**src/core/ssp_pkg.sv**
```systemverilog
// Shared constants for the synchronous serial port pin block
package ssp_pkg;
  // Pins and word
  localparam int NPIN    = 6;
  localparam int WORD    = 8;
  localparam int MSB     = WORD - 1;
  localparam int ADDR_W  = 12;
  localparam int PIN_CA  = 0;
  localparam int PIN_CB  = 1;
  localparam int PIN_FS  = 2;
  localparam int PIN_SCK = 3;
  localparam int PIN_RXD = 4;
  localparam int PIN_TXD = 5;
  localparam logic [2:0] CNT_LAST = 3'(WORD - 1);
  // Register byte offsets
  localparam logic [11:0] OFF_FUNC = 12'h000;
  localparam logic [11:0] OFF_DIR  = 12'h004;
  localparam logic [11:0] OFF_GPO  = 12'h008;
  localparam logic [11:0] OFF_GPI  = 12'h00C;
  localparam logic [11:0] OFF_CTRL = 12'h010;
  localparam logic [11:0] OFF_DIV  = 12'h014;
  localparam logic [11:0] OFF_TXD  = 12'h018;
  localparam logic [11:0] OFF_RXD  = 12'h01C;
  localparam logic [11:0] OFF_STAT = 12'h020;
  // Control register fields
  localparam int CTL_W      = 11;
  localparam int CB_ASYNC   = 0;
  localparam int CB_SCK_INT = 1;
  localparam int CB_FS_INT  = 2;
  localparam int CB_TX_EN   = 3;
  localparam int CB_RX_EN   = 4;
  localparam int CB_A_OUT   = 5;
  localparam int CB_B_OUT   = 6;
  localparam int CB_A_XTX   = 7;
  localparam int CB_B_XTX   = 8;
  localparam int CB_FLAG_A  = 9;
  localparam int CB_FLAG_B  = 10;
  // Reset values
  localparam logic [5:0]       FUNC_RST = 6'h00;
  localparam logic [5:0]       DIR_RST  = 6'h00;
  localparam logic [CTL_W-1:0] CTRL_RST = 11'h000;
  // Bit clock timing, one system cycle counted as one phase
  localparam int SCK_MIN_PHASES = 6;
  localparam logic [7:0] MIN_HALF = 8'((SCK_MIN_PHASES + 1) / 2);
  localparam logic [7:0] DIV_RST  = MIN_HALF;
  // Bus responses
  localparam logic [1:0] RESP_OKAY   = 2'h0;
  localparam logic [1:0] RESP_SLVERR = 2'h2;
endpackage

```
**src/core/ssp_port.sv**
```systemverilog
// Synchronous serial port with pin muxing, direction control and AXI4-Lite registers
//
// What this block does
// Transmit and receive run at the same time.
// Async mode: control line a is receive clock.
// Sync mode: line a is extra transmitter or flag.
// Async mode: control line b is receive frame sync.
// Sync mode: line b is extra transmitter or flag.
// Frame sync line serves transmitter, receiver when sync.
// Frame sync output drives internal frame sync.
// Input frame sync comes from far party.
// Bit clock serves transmitter, receiver when sync.
// External bit clock at least six phases long.
// Each bit clock half lasts at least three phases.
// Receive data line shifts into receive register.
// Transmit line drives transmit register bits out.
// After reset all pins are general-purpose inputs.
// Per-pin bit picks serial or general use.
// Per-pin bit sets general-purpose direction.
// Stop: inputs ignored, outputs released.
// Wait state leaves pins unchanged.
// External clock and frame sync synchronised first.
//
// The AXI4-Lite slave port and the register addresses were decided locally.
`timescale 1ns/1ps
`default_nettype none
module ssp_port (
  // Clock, reset, enable
  input  wire logic        aclk,
  input  wire logic        aresetn,
  input  wire logic        ce,
  // Low-power stop state
  input  wire logic        stop_req,
  // AXI4-Lite write address
  input  wire logic [11:0] awaddr,
  input  wire logic        awvalid,
  output logic             awready,
  // AXI4-Lite write data
  input  wire logic [31:0] wdata,
  input  wire logic [3:0]  wstrb,
  input  wire logic        wvalid,
  output logic             wready,
  // AXI4-Lite write response
  output logic [1:0]       bresp,
  output logic             bvalid,
  input  wire logic        bready,
  // AXI4-Lite read address
  input  wire logic [11:0] araddr,
  input  wire logic        arvalid,
  output logic             arready,
  // AXI4-Lite read data
  output logic [31:0]      rdata,
  output logic [1:0]       rresp,
  output logic             rvalid,
  input  wire logic        rready,
  // Port pins
  input  wire logic [5:0]  pin_i,
  output logic [5:0]       pin_o,
  output logic [5:0]       pin_oe
);
  typedef struct packed {
    logic                      awrdy;
    logic                      wrdy;
    logic                      aw_got;
    logic                      w_got;
    logic [11:0]               awaddr;
    logic [15:0]               wdata;
    logic [1:0]                wstb;
    logic                      bvalid;
    logic [1:0]                bresp;
    logic                      arrdy;
    logic                      rvalid;
    logic [31:0]               rdata;
    logic [1:0]                rresp;
    logic [5:0]                func;
    logic [5:0]                dir;
    logic [5:0]                gpo;
    logic [5:0]                gpi;
    logic [ssp_pkg::CTL_W-1:0] ctrl;
    logic [7:0]                div;
    logic [7:0]                txd;
    logic                      tx_full;
    logic [7:0]                rxd;
    logic                      rx_full;
    logic                      rx_ovr;
    logic [7:0]                hcnt;
    logic                      sck;
    logic [5:0]                prev;
    logic [2:0]                tcnt;
    logic                      fs;
    logic [2:0]                rcnt;
    logic [5:0]                po;
    logic [5:0]                poe;
  } ssp_core_t;

  localparam ssp_core_t RST = '{func: ssp_pkg::FUNC_RST, dir: ssp_pkg::DIR_RST,
                                ctrl: ssp_pkg::CTRL_RST, div: ssp_pkg::DIV_RST, default: '0};

  ssp_core_t   r;
  ssp_core_t   n;
  logic [5:0]  s;
  logic [7:0]  tx_q;
  logic [7:0]  rx_q;
  logic [7:0]  half;
  logic [15:0] wm;
  logic [5:0]  ser_o;
  logic [5:0]  ser_oe;
  logic        tx_load;
  logic        tx_shift;
  logic        rx_shift;
  logic        rx_done;
  logic        int_rise;
  logic        int_fall;
  logic        tx_rise;
  logic        rx_fall;
  logic        tx_start;
  logic        rx_fs;
  logic        din;
  logic        run;
  logic        async_m;
  logic        sck_int;
  logic        fs_int;
  logic        tx_en;
  logic        rx_en;
  logic        a_out;
  logic        b_out;

  assign async_m = r.ctrl[ssp_pkg::CB_ASYNC];
  assign sck_int = r.ctrl[ssp_pkg::CB_SCK_INT];
  assign fs_int  = r.ctrl[ssp_pkg::CB_FS_INT];
  assign tx_en   = r.ctrl[ssp_pkg::CB_TX_EN];
  assign rx_en   = r.ctrl[ssp_pkg::CB_RX_EN];
  assign a_out   = r.ctrl[ssp_pkg::CB_A_OUT];
  assign b_out   = r.ctrl[ssp_pkg::CB_B_OUT];

  function automatic logic rise(input logic p, input logic c);
    return c & ~p;
  endfunction

  function automatic logic fall(input logic p, input logic c);
    return p & ~c;
  endfunction

  function automatic logic mapped(input logic [11:0] a);
    return (a[1:0] == 2'h0) && (a <= ssp_pkg::OFF_STAT);
  endfunction

  function automatic logic [15:0] merge(input logic [15:0] o, input logic [15:0] v, input logic [1:0] b);
    return {b[1] ? v[15:8] : o[15:8], b[0] ? v[7:0] : o[7:0]};
  endfunction

  // Pin inputs pass two flops before any edge logic
  ssp_sync u_sync (
    .aclk    (aclk),
    .aresetn (aresetn),
    .ce      (ce),
    .d       (pin_i),
    .q       (s)
  );

  ssp_shifter u_tx (
    .aclk    (aclk),
    .aresetn (aresetn),
    .ce      (ce),
    .load    (tx_load),
    .ld_val  (r.txd),
    .shift   (tx_shift),
    .sin     (1'b0),
    .q       (tx_q)
  );

  ssp_shifter u_rx (
    .aclk    (aclk),
    .aresetn (aresetn),
    .ce      (ce),
    .load    (1'b0),
    .ld_val  (8'h00),
    .shift   (rx_shift),
    .sin     (din),
    .q       (rx_q)
  );

  always_comb begin
    n        = r;
    wm       = 16'h0000;
    ser_o    = 6'h00;
    ser_oe   = 6'h00;
    tx_load  = 1'b0;
    tx_shift = 1'b0;
    rx_shift = 1'b0;
    rx_done  = 1'b0;
    run      = !stop_req;
    din      = s[ssp_pkg::PIN_RXD];
    n.prev   = s;

    // Divider never goes below the minimum half period, even if software asks
    half = (r.div < ssp_pkg::MIN_HALF) ? ssp_pkg::MIN_HALF : r.div;
    int_rise = (r.hcnt == 8'h00) && !r.sck;
    int_fall = (r.hcnt == 8'h00) && r.sck;
    if (r.hcnt == 8'h00) begin
      n.sck  = ~r.sck;
      n.hcnt = half - 8'h01;
    end else begin
      n.hcnt = r.hcnt - 8'h01;
    end

    // External clock edges rely on the far party keeping halves long enough
    tx_rise = sck_int ? int_rise : rise(r.prev[ssp_pkg::PIN_SCK], s[ssp_pkg::PIN_SCK]);
    if (async_m) begin
      rx_fall = a_out ? int_fall : fall(r.prev[ssp_pkg::PIN_CA], s[ssp_pkg::PIN_CA]);
      rx_fs   = b_out ? r.fs : s[ssp_pkg::PIN_CB];
    end else begin
      rx_fall = sck_int ? int_fall : fall(r.prev[ssp_pkg::PIN_SCK], s[ssp_pkg::PIN_SCK]);
      rx_fs   = fs_int ? r.fs : s[ssp_pkg::PIN_FS];
    end
    tx_start = fs_int ? (r.tcnt == 3'h0) : s[ssp_pkg::PIN_FS];

    // Read channel first, so a word landing now survives a data read
    if (r.rvalid && rready) begin
      n.rvalid = 1'b0;
    end
    if (arvalid && r.arrdy) begin
      n.rvalid = 1'b1;
      n.rresp  = mapped(araddr) ? ssp_pkg::RESP_OKAY : ssp_pkg::RESP_SLVERR;
      case (araddr)
        ssp_pkg::OFF_FUNC: n.rdata = 32'(r.func);
        ssp_pkg::OFF_DIR:  n.rdata = 32'(r.dir);
        ssp_pkg::OFF_GPO:  n.rdata = 32'(r.gpo);
        ssp_pkg::OFF_GPI:  n.rdata = 32'(r.gpi);
        ssp_pkg::OFF_CTRL: n.rdata = 32'(r.ctrl);
        ssp_pkg::OFF_DIV:  n.rdata = 32'(r.div);
        ssp_pkg::OFF_TXD:  n.rdata = 32'(r.txd);
        ssp_pkg::OFF_RXD: begin
          n.rdata   = 32'(r.rxd);
          n.rx_full = 1'b0;
          n.rx_ovr  = 1'b0;
        end
        ssp_pkg::OFF_STAT: n.rdata = 32'({r.rx_ovr, r.rx_full, r.tx_full});
        default:           n.rdata = 32'h0000_0000;
      endcase
    end

    // Transmitter and receiver are independent, so both run at once
    if (!tx_en) begin
      n.tcnt = 3'h0;
      n.fs   = 1'b0;
    end else if (run && tx_rise) begin
      if (tx_start) begin
        tx_load   = 1'b1;
        n.tcnt    = 3'h1;
        n.fs      = fs_int;
        n.tx_full = 1'b0;
      end else if (r.tcnt != 3'h0) begin
        tx_shift = 1'b1;
        n.tcnt   = 3'(r.tcnt + 3'h1);
        n.fs     = 1'b0;
      end
    end

    if (!rx_en) begin
      n.rcnt = 3'h0;
    end else if (run && rx_fall) begin
      if (r.rcnt == ssp_pkg::CNT_LAST) begin
        rx_shift  = 1'b1;
        rx_done   = 1'b1;
        n.rcnt    = 3'h0;
        n.rxd     = {rx_q[ssp_pkg::MSB-1:0], din};
        n.rx_ovr  = r.rx_ovr | r.rx_full;
        n.rx_full = 1'b1;
      end else if (rx_fs || (r.rcnt != 3'h0)) begin
        rx_shift = 1'b1;
        n.rcnt   = rx_fs && (r.rcnt == 3'h0) ? 3'h1 : 3'(r.rcnt + 3'h1);
      end
    end

    // Write channel last, so a new transmit word beats a load in the same cycle
    if (awvalid && r.awrdy) begin
      n.aw_got = 1'b1;
      n.awaddr = awaddr;
    end
    if (wvalid && r.wrdy) begin
      n.w_got = 1'b1;
      n.wdata = wdata[15:0];
      n.wstb  = wstrb[1:0];
    end
    if (r.bvalid && bready) begin
      n.bvalid = 1'b0;
    end
    if (r.aw_got && r.w_got && !r.bvalid) begin
      n.aw_got = 1'b0;
      n.w_got  = 1'b0;
      n.bvalid = 1'b1;
      n.bresp  = mapped(r.awaddr) ? ssp_pkg::RESP_OKAY : ssp_pkg::RESP_SLVERR;
      case (r.awaddr)
        ssp_pkg::OFF_FUNC: begin
          wm     = merge(16'(r.func), r.wdata, r.wstb);
          n.func = wm[5:0];
        end
        ssp_pkg::OFF_DIR: begin
          wm    = merge(16'(r.dir), r.wdata, r.wstb);
          n.dir = wm[5:0];
        end
        ssp_pkg::OFF_GPO: begin
          wm    = merge(16'(r.gpo), r.wdata, r.wstb);
          n.gpo = wm[5:0];
        end
        ssp_pkg::OFF_CTRL: begin
          wm     = merge(16'(r.ctrl), r.wdata, r.wstb);
          n.ctrl = wm[ssp_pkg::CTL_W-1:0];
        end
        ssp_pkg::OFF_DIV: begin
          wm    = merge(16'(r.div), r.wdata, r.wstb);
          n.div = wm[7:0];
        end
        ssp_pkg::OFF_TXD: begin
          wm        = merge(16'(r.txd), r.wdata, r.wstb);
          n.txd     = wm[7:0];
          n.tx_full = 1'b1;
        end
        default: wm = 16'h0000;
      endcase
    end
    n.awrdy = !n.aw_got && !n.bvalid;
    n.wrdy  = !n.w_got && !n.bvalid;
    n.arrdy = !n.rvalid;

    // Serial function of each pin; extra transmitters share the main word
    ser_oe[ssp_pkg::PIN_CA] = a_out;
    ser_o[ssp_pkg::PIN_CA]  = async_m ? r.sck
                            : (r.ctrl[ssp_pkg::CB_A_XTX] ? tx_q[ssp_pkg::MSB] : r.ctrl[ssp_pkg::CB_FLAG_A]);
    ser_oe[ssp_pkg::PIN_CB] = b_out;
    ser_o[ssp_pkg::PIN_CB]  = async_m ? r.fs
                            : (r.ctrl[ssp_pkg::CB_B_XTX] ? tx_q[ssp_pkg::MSB] : r.ctrl[ssp_pkg::CB_FLAG_B]);
    ser_oe[ssp_pkg::PIN_FS]  = fs_int;
    ser_o[ssp_pkg::PIN_FS]   = r.fs;
    ser_oe[ssp_pkg::PIN_SCK] = sck_int;
    ser_o[ssp_pkg::PIN_SCK]  = r.sck;
    ser_oe[ssp_pkg::PIN_TXD] = tx_en;
    ser_o[ssp_pkg::PIN_TXD]  = tx_q[ssp_pkg::MSB];

    // Only stop touches the pins; there is no wait input on purpose
    if (stop_req) begin
      n.poe = 6'h00;
    end else begin
      n.po  = (r.func & ser_o) | (~r.func & r.gpo);
      n.poe = (r.func & ser_oe) | (~r.func & r.dir);
      n.gpi = s;
    end
  end

  always_ff @(posedge aclk) begin
    if (!aresetn) begin
      r <= RST;
    end else if (ce) begin
      r <= n;
    end
  end

  assign awready = r.awrdy;
  assign wready  = r.wrdy;
  assign bvalid  = r.bvalid;
  assign bresp   = r.bresp;
  assign arready = r.arrdy;
  assign rvalid  = r.rvalid;
  assign rdata   = r.rdata;
  assign rresp   = r.rresp;
  assign pin_o   = r.po;
  assign pin_oe  = r.poe;
endmodule
`default_nettype wire

```
**src/core/ssp_sync.sv**
```systemverilog
// Two-flop synchroniser for the port pin inputs
`timescale 1ns/1ps
`default_nettype none
module ssp_sync (
  // Clock and control
  input  wire logic                       aclk,
  input  wire logic                       aresetn,
  input  wire logic                       ce,
  // Data
  input  wire logic [ssp_pkg::NPIN-1:0]   d,
  output logic      [ssp_pkg::NPIN-1:0]   q
);
  typedef struct packed {
    logic [ssp_pkg::NPIN-1:0] meta;
    logic [ssp_pkg::NPIN-1:0] q;
  } ssp_sync_t;

  ssp_sync_t r;
  ssp_sync_t n;

  // First stage feeds only the second
  always_comb begin
    n.meta = d;
    n.q    = r.meta;
  end

  always_ff @(posedge aclk) begin
    if (!aresetn) begin
      r <= '0;
    end else if (ce) begin
      r <= n;
    end
  end

  assign q = r.q;
endmodule
`default_nettype wire

```
**src/core/ssp_shifter.sv**
```systemverilog
// Word shift register for transmit and receive
`timescale 1ns/1ps
`default_nettype none
module ssp_shifter (
  // Clock and control
  input  wire logic                    aclk,
  input  wire logic                    aresetn,
  input  wire logic                    ce,
  // Load and shift
  input  wire logic                    load,
  input  wire logic [ssp_pkg::MSB:0]   ld_val,
  input  wire logic                    shift,
  input  wire logic                    sin,
  // Contents
  output logic      [ssp_pkg::MSB:0]   q
);
  typedef struct packed {
    logic [ssp_pkg::MSB:0] q;
  } ssp_shift_t;

  ssp_shift_t r;
  ssp_shift_t n;

  // Load beats shift, msb leaves first
  always_comb begin
    n = r;
    if (load) begin
      n.q = ld_val;
    end else if (shift) begin
      n.q = {r.q[ssp_pkg::MSB-1:0], sin};
    end
  end

  always_ff @(posedge aclk) begin
    if (!aresetn) begin
      r <= '0;
    end else if (ce) begin
      r <= n;
    end
  end

  assign q = r.q;
endmodule
`default_nettype wire

```
**config.mk**
```make
export PLATFORM = sky130hd
export DESIGN_NAME = ssp_port
export DESIGN_NICKNAME = d
export VERILOG_FILES = /design/src/core/ssp_pkg.sv /design/src/core/ssp_port.sv /design/src/core/ssp_sync.sv /design/src/core/ssp_shifter.sv
export SDC_FILE = /design/constraint.sdc
export NUM_CORES = 1
export LEC_CHECK = 0
export BUFFER_PORTS_ARGS = -buffer_cell sky130_fd_sc_hd__clkbuf_2
export CAP_MARGIN = 10
export CORE_UTILIZATION = 35
export CTS_CLUSTER_DIAMETER = 200
export CTS_CLUSTER_SIZE = 16
export DETAILED_ROUTE_END_ITERATION = 8
export PLACE_DENSITY_LB_ADDON = 0.25
export SYNTH_ARGS = -nofsm -noshare
export SYNTH_HDL_FRONTEND = slang
export SYNTH_SLANG_ARGS = --single-unit
```
**constraint.sdc**
```tcl
create_clock -name aclk -period 5.48 [get_ports aclk]
set_input_delay 1.096 -clock aclk [delete_from_list [all_inputs] [get_ports aclk]]
set_output_delay 1.096 -clock aclk [all_outputs]
set_load 0.03 [all_outputs]
```
==> impl_results.md <==
* Slowest cell on crit path: a211oi_1
* CTS resizes at 0
* Die area at between 0.02 and 0.025 sq mm
* Num CTS Buffers at 17
* Final slew viol count at 0
* Slew of the pin with the lowest slew margin at approximately 0.97 ns
* Hpwl dp at about 15000 um
* Most common cell in the netlist: dfxtp_1
* DR WL/cell at between 15 and 20 um
* Tcrit/Tclk final at roughly three fifths
* Top_reg_cell synth: dfxtp_1
* VDD IR max at about 0.00021 V
* Met3 Use GR at 4.182%
* Status: complete, no violations
* Setup_tns at 0 ns
* Final setup viols at 0
* Fmax at 0.3067 GHz
* Num rows at 53
* Port Buffers at 81
* GPL Wtd Cong at roughly 0.84
* Pwr per Cell Area at approximately 340 mW/mm^2
* Most common library cells after synthesis: dfxtp_1 (164), nor2_1 (104), nand2_1 (93), mux2i_1 (91), a21oi_1 (78)
* CTS H-tree depth at 4
* Hold path cells at 2
* Seq pwr share at a little over two fifths
* Clk_lat worst skew at 0.43 ns
* P&R area growth vs syn at 11.84%
* GRT Util Overall at approximately a fifth
* CP Depth at 6
* Switch Pwr at approximately 0.8 mW
* #FFs+latches synth at between 150 and 200
* Synth warn at 0
* Hold Crit Class: reg -> reg
* Drt first-iter violations at ~490
* Switching share of power at between 20% and 30%
* Global-route wire length before repair at between 30000 and 40000 um
* I/O pins at 128
* Reg-to-Reg Start: r[55]$_SDFFE_PN0P_
* Clock power frac at a little over two fifths
* Largest net degree at the start of global routing at 64
* Post-Syn Area at ~0.0077 sq mm
* Worst hold endpoint: pin_o[4]$_SDFFE_PN0P_
* Count of max-cap constraint violations at 0
* CTS Sinks at 164
* DRC Markers at 0
* Final wirelength at around 21000 um
* Layout cells sized above 1 at between 10% and 20%
* Detailed-router iteration count before antenna repair at 5
* Max Fanout on Critical Path at 12
* Int Pwr at 2.101 mW
* Register area share after synthesis at a little over two fifths
* Critical path cell sequence: clkbuf_2 -> nor4_1 -> nand3_1 -> a211oi_1 -> nand2_1 -> o21ai_0
* HP Start: pin_o[4]$_SDFFE_PN0P_
* Worst Path Required at 5.83 ns
* Grt ovf at 0
* Core area at about 0.021 sq mm
* Unrepaired setup endpoints after global routing: false
* Minimum clock period at approximately 3.3 ns
* Yosys top cell area share at a little over two fifths
* Nets at ~1000
* Vias per inst at 5.299
* CP endpoint kind: register
* # fillers at approximately 2200
* Total number of vias at between 6000 and 7000
* Clk pin slew, worst setup/hold paths at around 0.070 ns
* Ant. Diodes at 0
* Post-synthesis async set-or-reset flop share at 0%
* GR peak layer: met2
* Cts hold-fix bufs at 0
* Reg2reg path depth at 9
* Global-route track usage on met2 at between 30% and 40%
* Antenna Nets Post-Route at 0
* Grt met1 use at 26.45%
* Syn Area/Cell at 8.682 sq um
* Setup slack, reg-to-reg at roughly 2.8 ns
* Vias in the first global route at 6011
* CTS tree: yes
* Tot Pwr at 2.904 mW
* WS Path Type: in -> reg
* Cell family with most CP delay: simple AND/OR/NAND/NOR gates
* Cell accounting for the most synthesized area: dfxtp_1
* Worst Path Arrival at between 3 and 4 ns
* Clock Tree Buf Depth at 2
* Hold Violations, Final at 0
* R2R Path End: r[32]$_SDFFE_PN0P_
* Setup Skew at 0.01059 ns
* Slew HR at 34.52%
* Die width at approximately 150 um
* Die Y at between 150 and 200 um
* CTS root buf: clkbuf_16
* Starting Density at roughly 36%
* Setup Buffers After CTS at 0
* Number of flops mapped to enable cells by yosys at 0
* CP max stage delay at 0.92 ns
* Worst setup SP type: primary input
* Syn Inst Count at approximately 900
* Pleak at ~3.3 nW
* Top post-synthesis cells by area: dfxtp_1 (43%), mux2i_1 (12%), a21oi_1 (5.1%), nor2_1 (5.1%), buf_4 (4.7%)
* Synth unique cells at between 60 and 70
* Worst path bufs/invs at 1
* Antenna violations before repair at 0
* Comb power frac at 13.6%
per-stage QoR:
stage               hold WS, ns  area (sq um)  worst slack (ns)  util (%)  std cells
detailed placement       0.4475          8013             1.728     37.64       1170
floorplan                0.4312          7784             2.892         -        909
CTS                      0.4569          8613             2.173     40.46       1201
finish                   0.4549          8613             2.220     40.46       1201
global route             0.4696          8613             1.958     40.46       1201
global placement         0.4428          8013             1.784     37.64       1170
cell families after synthesis:
kind of cell,after synthesis,synth area share (%)
flops,164,42.63
xor+xnor,2,0.2275
compound gates,190,15.35
simple gates,308,18.98
fa+ha+maj,6,0.9748
mux,101,13.73
other cells,1,0.04869
buf+inv,115,8.058
area by class of cell:
class	instances	area, sq um	share of cell area (%)
Sequential cell	164	3283	38.12
Clock buffer	18	429.2	4.983
Multi-Input combinational cell	630	3880	45.05
Timing Repair Buffer	87	450.4	5.230
Tap cell	275	344.1	3.995
Inverter	14	55.05	0.6392
Clock inverter	13	171.4	1.990
worst max-delay path by stage:
| stage | startpoint | endpoint | slack, ns |
|---|---|---|---|
| floorplan | araddr[2] | rdata[6]$_SDFFE_PN0P_ | 2.89 |
| global placement | araddr[6] | rdata[3]$_SDFFE_PN0P_ | 1.78 |
| detailed placement | araddr[6] | rdata[3]$_SDFFE_PN0P_ | 1.73 |
| CTS | araddr[6] | rdata[3]$_SDFFE_PN0P_ | 2.17 |
| global route | araddr[6] | rdata[4]$_SDFFE_PN0P_ | 1.96 |
| finish | araddr[6] | rdata[3]$_SDFFE_PN0P_ | 2.22 |
state kept, by name, indices dropped and copies added, names as in the netlist, 6 cells and up:
name,cells
rdata,11
u_sync.n,6
u_sync.q,6
pin_oe,6
u_rx.q,7
r,103
pin_o,6
u_tx.q,8
power groups by stage:
stage / Clock (mW) / Combinational [mW] / Sequential (mW)
after floorplan: 0 / 0.324 / 1.29
after global placement: 0 / 0.394 / 1.30
after detailed placement: 0 / 0.396 / 1.30
after CTS: 1.26 / 0.397 / 1.28
after global routing: 1.31 / 0.443 / 1.28
final: 1.23 / 0.396 / 1.28
routing by layer:
metal / up-vias / routed length (um)
met5: - / 0
met4: 0 / 533
met3: 31 / 997
met2: 172 / 9457
met1: 3032 / 10110
li1: 3129 / -
worst reg2reg max path, cell delays in order, from the launching register on:
cell,delay [ns]
dfxtp_1,0.56
or3_4,0.23
o21ai_0,0.12
a21oi_1,0.22
ha_1,0.22
nand2b_1,0.10
a311o_1,0.38
a211o_1,0.32
a2111o_1,0.38
a31oi_1,0.12
cell usage in the layout (no fill, tap or decap), drive strengths merged, types with 8 or more instances in the layout:
cell type  instances
inv               20
conb              23
o21ai             40
dfxtp            164
nand2             93
nand4             10
nor3              12
a31oi              8
mux2i             91
clkbuf            99
a21oi             78
nand3             29
a211oi            15
nor2b              8
nor2             104
No activity file was read; power rests on OpenSTA's default activity.
